--- src/mrp_pkg.sv ---
// Shared constants for the memory region protection block: register map,
// field positions, reset values and region geometry.
// Assumes a single 32-bit processor core on the same clock as the block.
package mrp_pkg;

    // ************************************************************
    // Geometry.
    // ************************************************************
    localparam int unsigned MRP_NUM_REGIONS = 8;  // Number of programmable regions.
    localparam int unsigned MRP_IDX_W = 3;  // Width of a region index.
    localparam int unsigned MRP_ADDR_W = 32;  // Address and data width.
    localparam int unsigned MRP_BASE_W = 27;  // Stored base address bits 31:5.

    // ************************************************************
    // Register addresses.
    // ************************************************************
    localparam logic [31:0] MRP_TYPE_ADDR = 32'hE000ED90;  // protection_type_info.
    localparam logic [31:0] MRP_CTRL_ADDR = 32'hE000ED94;  // protection_control.
    localparam logic [31:0] MRP_SEL_ADDR = 32'hE000ED98;  // region_select.
    localparam logic [31:0] MRP_BASE_ADDR = 32'hE000ED9C;  // region_base.
    localparam logic [31:0] MRP_ATTR_ADDR = 32'hE000EDA0;  // region_attr_size.
    localparam logic [31:0] MRP_BASE_A1_ADDR = 32'hE000EDA4;  // region_base_alias1.
    localparam logic [31:0] MRP_ATTR_A1_ADDR = 32'hE000EDA8;  // region_attr_size_alias1.
    localparam logic [31:0] MRP_BASE_A2_ADDR = 32'hE000EDAC;  // region_base_alias2.
    localparam logic [31:0] MRP_ATTR_A2_ADDR = 32'hE000EDB0;  // region_attr_size_alias2.
    localparam logic [31:0] MRP_BASE_A3_ADDR = 32'hE000EDB4;  // region_base_alias3.
    localparam logic [31:0] MRP_ATTR_A3_ADDR = 32'hE000EDB8;  // region_attr_size_alias3.

    // ************************************************************
    // Reset values and field positions.
    // ************************************************************
    localparam logic [31:0] MRP_TYPE_VALUE = 32'h00000800;  // Eight data regions, unified map.
    localparam logic [31:0] MRP_CTRL_RESET = 32'h00000000;  // Control reset value.
    localparam logic [31:0] MRP_SEL_RESET = 32'h00000000;  // Region select reset value.
    localparam logic [31:0] MRP_BASE_RESET = 32'h00000000;  // Base address reset value.
    localparam logic [31:0] MRP_ATTR_RESET = 32'h00000000;  // Attribute/size reset value.
    localparam int unsigned MRP_CTRL_EN_BIT = 0;  // Global protection enable.
    localparam int unsigned MRP_CTRL_HFNMI_BIT = 1;  // fault_handler_protect_enable.
    localparam int unsigned MRP_CTRL_PRIVDEF_BIT = 2;  // priv_background_enable.
    localparam int unsigned MRP_BASE_VALID_BIT = 4;  // Index-update bit of region_base.
    localparam int unsigned MRP_BASE_ADDR_LSB = 5;  // Lowest stored base address bit.
    localparam int unsigned MRP_ATTR_EN_BIT = 0;  // Region enable.
    localparam int unsigned MRP_ATTR_SIZE_LSB = 1;  // Size code, five bits.
    localparam int unsigned MRP_ATTR_SRD_LSB = 8;  // subregion_disable_mask, eight bits.
    localparam int unsigned MRP_ATTR_XN_BIT = 28;  // no_execute.
    localparam int unsigned MRP_ATTR_HI_LSB = 16;  // Attribute halfword.
    localparam logic [31:0] MRP_ATTR_WMASK = 32'h173FFF3F;  // Writable attribute/size bits.

    // ************************************************************
    // Region sizes and fixed address spaces.
    // ************************************************************
    localparam logic [4:0] MRP_SIZE_MIN = 5'h04;  // Smallest size code, 32 bytes.
    localparam logic [4:0] MRP_SIZE_SUB_MIN = 5'h07;  // Smallest code with subregions, 256 bytes.
    localparam logic [5:0] MRP_SUB_IDX_SHIFT = 6'h03;  // Eight subregions per region.
    localparam logic [19:0] MRP_SCS_PAGE = 20'hE000E;  // System control space, bits 31:12.

endpackage

--- src/mrp_match_if.sv ---
// Carrier between the protection block and one region comparator.
// Assumes the comparator is purely combinational on the same clock.
interface mrp_match_if;
    logic [31:0] addr;  // Address under check.
    logic [26:0] base;  // Region base address bits 31:5.
    logic [4:0] size;  // Region size code.
    logic enable;  // Region enable.
    logic [7:0] subregion_disable_mask;  // Subregion disable mask.
    logic hit;  // Address falls in an enabled part of the region.

    modport cfg (output addr, base, size, enable, subregion_disable_mask, input hit);
    modport match (input addr, base, size, enable, subregion_disable_mask, output hit);
endinterface

--- src/mrp_region_match.sv ---
// One region comparator: decides whether an address lies in an enabled
// part of a region. Assumes the base is aligned to the region size.
module mrp_region_match (
    mrp_match_if.match port  // Region settings in, hit out.
);
    import mrp_pkg::*;

    // ************************************************************
    // Range and subregion test.
    // ************************************************************
    // A size code below the minimum never matches, so a bad code cannot open memory.
    always_comb begin
        logic [5:0] span;
        logic [31:0] diff;
        logic [31:0] sub;
        logic sub_off;
        span = {1'b0, port.size} + 6'h01;
        // A shift by 32 clears everything, so a full-map region ignores its base.
        diff = (port.addr ^ {port.base, 5'h00}) >> span;
        sub = port.addr >> (span - MRP_SUB_IDX_SHIFT);
        // Bit zero of the mask is the lowest subregion, bit seven the highest.
        sub_off = (port.size >= MRP_SIZE_SUB_MIN) && port.subregion_disable_mask[sub[2:0]];
        port.hit = port.enable && (port.size >= MRP_SIZE_MIN) && (diff == 32'h00000000) && !sub_off;
    end
endmodule

--- src/mrp_prio_pick.sv ---
// Priority picker: returns the highest-numbered region that hit.
// Assumes hit flags arrive combinationally from the comparators.
module mrp_prio_pick (
    input wire logic [mrp_pkg::MRP_NUM_REGIONS-1:0] hits_i,  // Per-region hit flags.
    output logic any_o,  // At least one region hit.
    output logic [mrp_pkg::MRP_IDX_W-1:0] idx_o  // Highest hit index.
);
    import mrp_pkg::*;

    // ************************************************************
    // Highest index wins.
    // ************************************************************
    // Later iterations overwrite earlier ones, so the top hit is kept.
    always_comb begin
        any_o = |hits_i;
        idx_o = '0;
        for (int i = 0; i < MRP_NUM_REGIONS; i++) begin
            if (hits_i[i]) begin
                idx_o = MRP_IDX_W'(i);
            end
        end
    end
endmodule

--- src/mrp_memory_region_protection.sv ---
// Memory region protection unit: register bank plus the access checker.
// Assumes the core drives the register port and the access port on mclk_i.
module mrp_memory_region_protection (
    input wire logic mclk_i,  // Core clock.
    input wire logic rstn_i,  // Asynchronous reset, active low.
    input wire logic reg_req_i,  // Register access request.
    input wire logic reg_wr_i,  // High for write.
    input wire logic [mrp_pkg::MRP_ADDR_W-1:0] reg_addr_i,  // Register byte address.
    input wire logic [3:0] reg_be_i,  // Byte enables.
    input wire logic [mrp_pkg::MRP_ADDR_W-1:0] reg_wdata_i,  // Write data.
    output logic [mrp_pkg::MRP_ADDR_W-1:0] reg_rdata_o,  // Read data.
    output logic reg_ack_o,  // Access done pulse.
    input wire logic acc_valid_i,  // Access to check.
    input wire logic [mrp_pkg::MRP_ADDR_W-1:0] acc_addr_i,  // Access address.
    input wire logic acc_fetch_i,  // Instruction fetch.
    input wire logic acc_priv_i,  // Privileged access.
    input wire logic acc_vector_i,  // Vector table read.
    input wire logic acc_high_prio_i,  // Running at priority -1 or -2.
    output logic chk_valid_o,  // Check result pulse.
    output logic chk_fault_o,  // Memory management fault.
    output logic chk_hit_o,  // A region matched.
    output logic chk_background_o,  // Default map used as region -1.
    output logic [mrp_pkg::MRP_IDX_W-1:0] chk_region_o,  // Matching region.
    output logic [15:0] chk_attr_o,  // Attribute halfword of the match.
    output logic chk_strong_order_o  // Strongly ordered access.
);
    import mrp_pkg::*;

    // ************************************************************
    // State.
    // ************************************************************
    // The whole register bank and result latches live in one record.
    typedef struct packed {
        logic en;  // Global protection enable.
        logic hfnmi;  // fault_handler_protect_enable.
        logic privdef;  // priv_background_enable.
        logic [MRP_IDX_W-1:0] sel;  // region_select.
        logic [MRP_NUM_REGIONS-1:0][MRP_BASE_W-1:0] base;  // Base per region.
        logic [MRP_NUM_REGIONS-1:0][31:0] attr;  // Attribute/size per region.
        logic [31:0] rdata;  // Read data.
        logic ack;  // Access done.
        logic chk_valid;  // Check result valid.
        logic chk_fault;  // Fault.
        logic chk_hit;  // Region match.
        logic chk_bg;  // Background map used.
        logic [MRP_IDX_W-1:0] chk_region;  // Matched index.
        logic [15:0] chk_attr;  // Attributes of the match.
        logic chk_strong;  // Strongly ordered.
    } mrp_state_s;

    mrp_state_s state_ff;  // Registered state.
    mrp_state_s nxt_state;  // Next state.
    logic [MRP_NUM_REGIONS-1:0] hits;  // Per-region hits.
    logic hit_any;  // Some region hit.
    logic [MRP_IDX_W-1:0] hit_idx;  // Highest hit.

    // ************************************************************
    // Region comparators.
    // ************************************************************
    // One comparator per region; all look at the same access address.
    for (genvar g = 0; g < MRP_NUM_REGIONS; g++) begin : g_region
        mrp_match_if mif ();
        assign mif.addr = acc_addr_i;
        assign mif.base = state_ff.base[g];
        assign mif.size = state_ff.attr[g][MRP_ATTR_SIZE_LSB +: 5];
        assign mif.enable = state_ff.attr[g][MRP_ATTR_EN_BIT];
        assign mif.subregion_disable_mask = state_ff.attr[g][MRP_ATTR_SRD_LSB +: 8];
        assign hits[g] = mif.hit;
        mrp_region_match u_match (
            .port (mif.match)
        );
    end

    // Overlaps resolve toward the higher index.
    mrp_prio_pick u_pick (
        .hits_i (hits),
        .any_o (hit_any),
        .idx_o (hit_idx)
    );

    // ************************************************************
    // Next-state logic.
    // ************************************************************
    // Register accesses answer one cycle later; so do access checks.
    always_comb begin
        logic is_base;
        logic is_attr;
        logic word;
        logic [MRP_IDX_W-1:0] widx;
        logic [31:0] amerge;
        logic scs;
        logic active;
        nxt_state = state_ff;
        nxt_state.ack = 1'b0;
        nxt_state.chk_valid = 1'b0;
        is_base = (reg_addr_i == MRP_BASE_ADDR) || (reg_addr_i == MRP_BASE_A1_ADDR) ||
                  (reg_addr_i == MRP_BASE_A2_ADDR) || (reg_addr_i == MRP_BASE_A3_ADDR);
        is_attr = (reg_addr_i == MRP_ATTR_ADDR) || (reg_addr_i == MRP_ATTR_A1_ADDR) ||
                  (reg_addr_i == MRP_ATTR_A2_ADDR) || (reg_addr_i == MRP_ATTR_A3_ADDR);
        // Word-only registers ignore partial writes rather than guess lanes.
        word = (reg_be_i == 4'hF);
        widx = state_ff.sel;
        amerge = state_ff.attr[state_ff.sel];
        for (int b = 0; b < 4; b++) begin
            if (reg_be_i[b]) begin
                amerge[8 * b +: 8] = reg_wdata_i[8 * b +: 8];
            end
        end
        amerge = amerge & MRP_ATTR_WMASK;
        // Top-priority handlers run unchecked unless the handler enable is set.
        scs = (acc_addr_i[31:12] == MRP_SCS_PAGE);
        active = state_ff.en && !(acc_high_prio_i && !state_ff.hfnmi);

        // Register port: writes update the bank, reads latch the value.
        if (reg_req_i) begin
            nxt_state.ack = 1'b1;
            nxt_state.rdata = 32'h00000000;
            if (reg_wr_i) begin
                if (reg_addr_i == MRP_CTRL_ADDR && word) begin
                    nxt_state.en = reg_wdata_i[MRP_CTRL_EN_BIT];
                    nxt_state.hfnmi = reg_wdata_i[MRP_CTRL_HFNMI_BIT];
                    nxt_state.privdef = reg_wdata_i[MRP_CTRL_PRIVDEF_BIT];
                end else if (reg_addr_i == MRP_SEL_ADDR && word) begin
                    nxt_state.sel = reg_wdata_i[MRP_IDX_W-1:0];
                end else if (is_base && word) begin
                    // The index bit retargets both select and the base write.
                    if (reg_wdata_i[MRP_BASE_VALID_BIT]) begin
                        widx = reg_wdata_i[MRP_IDX_W-1:0];
                    end
                    nxt_state.sel = widx;
                    nxt_state.base[widx] = reg_wdata_i[31:MRP_BASE_ADDR_LSB];
                end else if (is_attr) begin
                    // Byte and halfword lanes merge into the stored word.
                    nxt_state.attr[state_ff.sel] = amerge;
                end else begin
                    // Read-only, unmapped, or partial write to a word-only register: the write is dropped.
                    nxt_state.rdata = 32'h00000000;
                end
            end else begin
                if (reg_addr_i == MRP_TYPE_ADDR) begin
                    nxt_state.rdata = MRP_TYPE_VALUE;
                end else if (reg_addr_i == MRP_CTRL_ADDR) begin
                    nxt_state.rdata[MRP_CTRL_EN_BIT] = state_ff.en;
                    nxt_state.rdata[MRP_CTRL_HFNMI_BIT] = state_ff.hfnmi;
                    nxt_state.rdata[MRP_CTRL_PRIVDEF_BIT] = state_ff.privdef;
                end else if (reg_addr_i == MRP_SEL_ADDR) begin
                    nxt_state.rdata[MRP_IDX_W-1:0] = state_ff.sel;
                end else if (is_base) begin
                    // The index bit reads as zero; low bits show the select.
                    nxt_state.rdata[31:MRP_BASE_ADDR_LSB] = state_ff.base[state_ff.sel];
                    nxt_state.rdata[MRP_IDX_W-1:0] = state_ff.sel;
                end else if (is_attr) begin
                    nxt_state.rdata = state_ff.attr[state_ff.sel];
                end else begin
                    // Unmapped addresses read as zero.
                    nxt_state.rdata = 32'h00000000;
                end
            end
        end

        // ************************************************************
        // Access check.
        // ************************************************************
        if (acc_valid_i) begin
            nxt_state.chk_valid = 1'b1;
            nxt_state.chk_hit = 1'b0;
            nxt_state.chk_bg = 1'b0;
            nxt_state.chk_region = '0;
            nxt_state.chk_attr = 16'h0000;
            // The system space is never executable and always strongly ordered.
            nxt_state.chk_strong = scs;
            nxt_state.chk_fault = acc_fetch_i && scs;
            if (!active) begin
                // Default map for everyone; the background bit plays no part.
                nxt_state.chk_bg = 1'b1;
            end else if (scs || acc_vector_i) begin
                // Permitted without consulting any region, except system-space fetches, which fault.
                nxt_state.chk_bg = 1'b1;
            end else if (hit_any) begin
                nxt_state.chk_hit = 1'b1;
                nxt_state.chk_region = hit_idx;
                nxt_state.chk_attr = state_ff.attr[hit_idx][31:MRP_ATTR_HI_LSB];
                nxt_state.chk_fault = acc_fetch_i && state_ff.attr[hit_idx][MRP_ATTR_XN_BIT];
            end else if (acc_priv_i && state_ff.privdef) begin
                // Regions outrank the background, which acts as region -1.
                nxt_state.chk_bg = 1'b1;
            end else begin
                // Unprivileged misses and misses without background fault.
                nxt_state.chk_fault = 1'b1;
            end
        end
    end

    // ************************************************************
    // State register.
    // ************************************************************
    // Reset clears every register; the type value is a constant, not stored.
    always_ff @(posedge mclk_i or negedge rstn_i) begin
        if (!rstn_i) begin
            state_ff <= '0;
            state_ff.en <= MRP_CTRL_RESET[MRP_CTRL_EN_BIT];
            state_ff.hfnmi <= MRP_CTRL_RESET[MRP_CTRL_HFNMI_BIT];
            state_ff.privdef <= MRP_CTRL_RESET[MRP_CTRL_PRIVDEF_BIT];
            state_ff.sel <= MRP_SEL_RESET[MRP_IDX_W-1:0];
            state_ff.base <= {MRP_NUM_REGIONS{MRP_BASE_RESET[31:MRP_BASE_ADDR_LSB]}};
            state_ff.attr <= {MRP_NUM_REGIONS{MRP_ATTR_RESET}};
        end else begin
            state_ff <= nxt_state;
        end
    end

    // ************************************************************
    // Outputs, all straight from flip-flops.
    // ************************************************************
    assign reg_rdata_o = state_ff.rdata;
    assign reg_ack_o = state_ff.ack;
    assign chk_valid_o = state_ff.chk_valid;
    assign chk_fault_o = state_ff.chk_fault;
    assign chk_hit_o = state_ff.chk_hit;
    assign chk_background_o = state_ff.chk_bg;
    assign chk_region_o = state_ff.chk_region;
    assign chk_attr_o = state_ff.chk_attr;
    assign chk_strong_order_o = state_ff.chk_strong;
endmodule

--- config.mk ---
export PLATFORM = sky130hd
export DESIGN_NAME = mrp_memory_region_protection
export DESIGN_NICKNAME = d
export VERILOG_FILES = /design/src/mrp_pkg.sv /design/src/mrp_match_if.sv /design/src/mrp_region_match.sv /design/src/mrp_prio_pick.sv /design/src/mrp_memory_region_protection.sv
export SDC_FILE = /design/constraint.sdc
export NUM_CORES = 2
export LEC_CHECK = 0
export BUFFER_PORTS_ARGS = -buffer_cell sky130_fd_sc_hd__buf_2
export CAP_MARGIN = 20
export CORE_ASPECT_RATIO = 2
export CORE_MARGIN = 4
export CORE_UTILIZATION = 30
export DETAILED_ROUTE_END_ITERATION = 8
export HOLD_SLACK_MARGIN = 0.08
export SLEW_MARGIN = 5
export SYNTH_ARGS = -nofsm -noshare
export SYNTH_HDL_FRONTEND = slang
export SYNTH_SLANG_ARGS = --single-unit
--- constraint.sdc ---
create_clock -name mclk_i -period 6.4 [get_ports mclk_i]
set_input_delay 0.96 -clock mclk_i [delete_from_list [all_inputs] [get_ports mclk_i]]
set_output_delay 0.96 -clock mclk_i [all_outputs]
set_load 0.02 [all_outputs]
==> impl_results.md <==
* Outcome: finished clean
* Max-cap violations at 0
* Core area at 122000 um2
* Critical path's most frequent cell: mux2_2
* Slew Viols, Final at 0
* CP bufs+invs at 2
* Met3 WL post-DR at 14.0 mm
* Clock tree from TritonCTS: built
* Placed Cells at 5241
* WS Path Type: flop to flop
* Yosys warnings at 0
* Post-DR wirelength/cell at 36.8 um
* Final Skew at 0.0342 ns
* Worst path arrival time at 6.05 ns
* Netlist cell types at 101
* Final worst-path cycle share at 87.1%
* Deepest clock path buffer count at 3
* WL final at 196 mm
* First-pass GRT wire length at 271 mm
* FMAX at 179 MHz
* Num rows at 181
* Starting density of the core at 30.3%
* Die Span Y at 504 um
* Crit path time final at 5.57 ns
* Met1 Routed Length at 60.8 mm
* CP cell instances: clkinv_1, ha_1, xnor2_1, mux4_2, mux2_2, mux2_2, a21oi_1, o21ba_2, o311ai_1, or2_2, o31a_1, buf_12, mux2_1, mux2i_1, o211ai_1
* Initial antenna violation count at 11
* FF-to-FF path depth at 15
* Initial DRC count at 4164
* Fraction of layout cells with a size suffix above 1 at 27.8%
* Worst min path class: input port to async pin
* Top-count cell post-synth: dfrtp_1
* Max stage delay on crit path at 0.82 ns
* CTS H-tree lvls at 2
* Crit path from: g_region[4].mif.size[1]$_DFFE_PN0P_
* Slew headroom at 17.4%
* Post-synth EDFFs at 0
* Critical path's top delay family: multiplexers
* Root buffer cell: clkbuf_16
* RSZ-0062 raised after global routing: false
* Commonest cells post-synth: dfrtp_1, mux2_2, nor2_1, a21oi_1, mux2i_1
* Final setup fails at 0
* Slew @ Worst Pin at 1.23 ns
* Post-CTS Setup Inserts at 0
* DRC viols at 0
* Post-Syn Area per Cell at 9.84 um2
* Setup total negative slack at 0 ns
* Nets at 3856
* Critical path required time at 6.88 ns
* Most common flop cell mapped by yosys: dfrtp_1
* Netlist Area Pre-Place at 36900 um2
* DIE AREA at 129000 um2
* Crit path capture type: flop
* Critical path depth at 15
* Hold Buf Count CTS at 0
* Routed vias at 34000
* Reg2reg start: g_region[4].mif.size[1]$_DFFE_PN0P_
* Share of the synthesized area in the top cell type at 31.5%
* Pwr Density at 162 nW/um2
* Critical R2R Capture: chk_fault_o$_DFFE_PN0P_
* Post-synth ARST share at 100%
* RD Place Congestion at 1.07
* GRT Overall Usage at 29.3%
* Worst-path clk slew at 0.08 ns
* R2R setup slack at 0.83 ns
* Port bufs at 159
* ANT nets after route at 0
* Startpoint types: flop
* Final Hold Viols at 0
* First drt pass iteration count at 5
* Worst-skew pair later-pin latency at 0.62 ns
* Ports at 166
* Area Overhead vs Synth at 10.7%
* Vias per cell at 6.38
* Worst Setup EP: chk_fault_o$_DFFE_PN0P_
* Clock Sinks at 465
* Vias in the first global route at 33700
* Synth area leader: dfrtp_1
* Critical path peak fanout at 20
* DR WL met2 at 93.5 mm
* Post-DP HPWL at 149 mm
* Synth area leaders: dfrtp_1, mux2_2, mux4_2, mux2i_1, a21oi_1
* TritonCTS buffer count at 42
* Pleak at 0.0177 uW
* CP max-delay cell: o311ai_1
* Post_cts resized at 0
* Largest net degree at the start of global routing at 126
* Max IR drop VDD at 0.205 mV
* Remaining global-route overflow at 0
* Sequential share of the synthesized area at 31.5%
* Layout Cells excl Fill at 5331
* Seq cells post-synth at 465
* Die X-Extent at 256 um
* Mapped Cells at 3752
* Top layer in use: met5
==> logic make-up after synthesis <==
logic type	Yosys count	share of synthesized area, %
other cells	1	0.0102
simple gates	865	10.8
fa+ha+maj	13	0.441
flops	465	31.5
buf+inv	468	5.79
mux	797	29.1
xor+xnor	246	5.91
compound gates	897	16.5
==> sequential cells by signal, indices dropped and copies added, names as in the netlist, 3 cells and up <==
| name | count |
|---|---|
| reg_rdata_o | 32 |
| g_region.mif.subregion_disable_mask | 64 |
| g_region.mif.base | 216 |
| g_region.mif.enable | 8 |
| chk_attr_o | 10 |
| g_region.mif.size | 40 |
| state_ff | 86 |
| chk_region_o | 3 |
==> final cells by class <==
| type | instances | area (um2) |
|---|---|---|
| antenna | 10 | 25.0 |
| clock inverter | 19 | 253 |
| timing repair buffer | 342 | 2310 |
| sequential | 465 | 11700 |
| multi-input combinational | 2824 | 23200 |
| fill | 12600 | 81000 |
| tap | 1555 | 1950 |
| clock buffer | 57 | 1220 |
| inverter | 59 | 221 |
==> worst reg2reg max path: cells and delay by family, from the launching register on <==
kind                       cells  cell delay (ns)
AOI/OAI and AO/OA              5             1.47
xor gates and xnor gates       1             0.56
DFF                            1             0.80
muxes                          5             1.54
and+or+nand+nor                1             0.29
buffers and inverters          2             0.40
adders and majority gates      1             0.37
==> stage by stage <==
stage / power (uW) / hold WS [ns] / instance area [um2] / setup slack, ns / utilization (%)
2_1_floorplan: 3400 / 0.456 / 36900 / 1.47 / -
3_3_place_gp: 3800 / 0.470 / 39300 / 0.667 / 32.3
3_5_place_dp: 3800 / 0.468 / 39300 / 0.539 / 32.3
4_1_cts: 6610 / 0.397 / 40800 / 0.906 / 33.5
5_1_grt: 6750 / 0.424 / 40800 / 0.545 / 33.5
6_report: 6610 / 0.360 / 40900 / 0.828 / 33.5
==> worst min path at each step <==
stage | from | to | slack, ns | cells past startpoint
2_1_floorplan | chk_region_o[2]$_DFFE_PN0P_ | chk_region_o[2]$_DFFE_PN0P_ | 0.46 | 1
3_3_place_gp | reg_rdata_o[13]$_DFFE_PN0P_ | reg_rdata_o[13]$_DFFE_PN0P_ | 0.47 | 1
3_5_place_dp | reg_rdata_o[15]$_DFFE_PN0P_ | reg_rdata_o[15]$_DFFE_PN0P_ | 0.47 | 1
4_1_cts | rstn_i | g_region[7].mif.base[18]$_DFFE_PN0P_ | 0.40 | 1
5_1_grt | rstn_i | g_region[7].mif.base[18]$_DFFE_PN0P_ | 0.42 | 1
6_report | rstn_i | g_region[7].mif.base[18]$_DFFE_PN0P_ | 0.36 | 1
==> layer usage <==
| metal | track usage, % | vias to the layer above |
|---|---|---|
| met5 | 0 | - |
| met3 | 5.34 | 890 |
| met2 | 50.0 | 2264 |
| met4 | 31.0 | 2 |
| met1 | 28.7 | 17000 |
| li1 | - | 13900 |
==> cells in the final DEF, fill, tap and decap left out, drive strengths merged, types with 72 or more instances in the layout <==
| master | count |
|---|---|
| xor2 | 127 |
| nand2 | 217 |
| mux2i | 239 |
| dfrtp | 465 |
| xnor2 | 119 |
| nand3 | 72 |
| a21oi | 256 |
| mux2 | 379 |
| mux4 | 179 |
| o22ai | 90 |
| nor2 | 332 |
| o21ai | 136 |
| buf | 342 |
==> power breakdown <==
group | switching [uW] | leakage (uW) | internal, uW | total (uW)
logic | 576 | 0.0106 | 258 | 834
clock network | 1280 | 0.000707 | 1550 | 2830
registers | 0.142 | 0.00635 | 2940 | 2940
total | 1860 | 0.0177 | 4750 | 6610
Note: power is estimated with default switching activity, not from simulation.
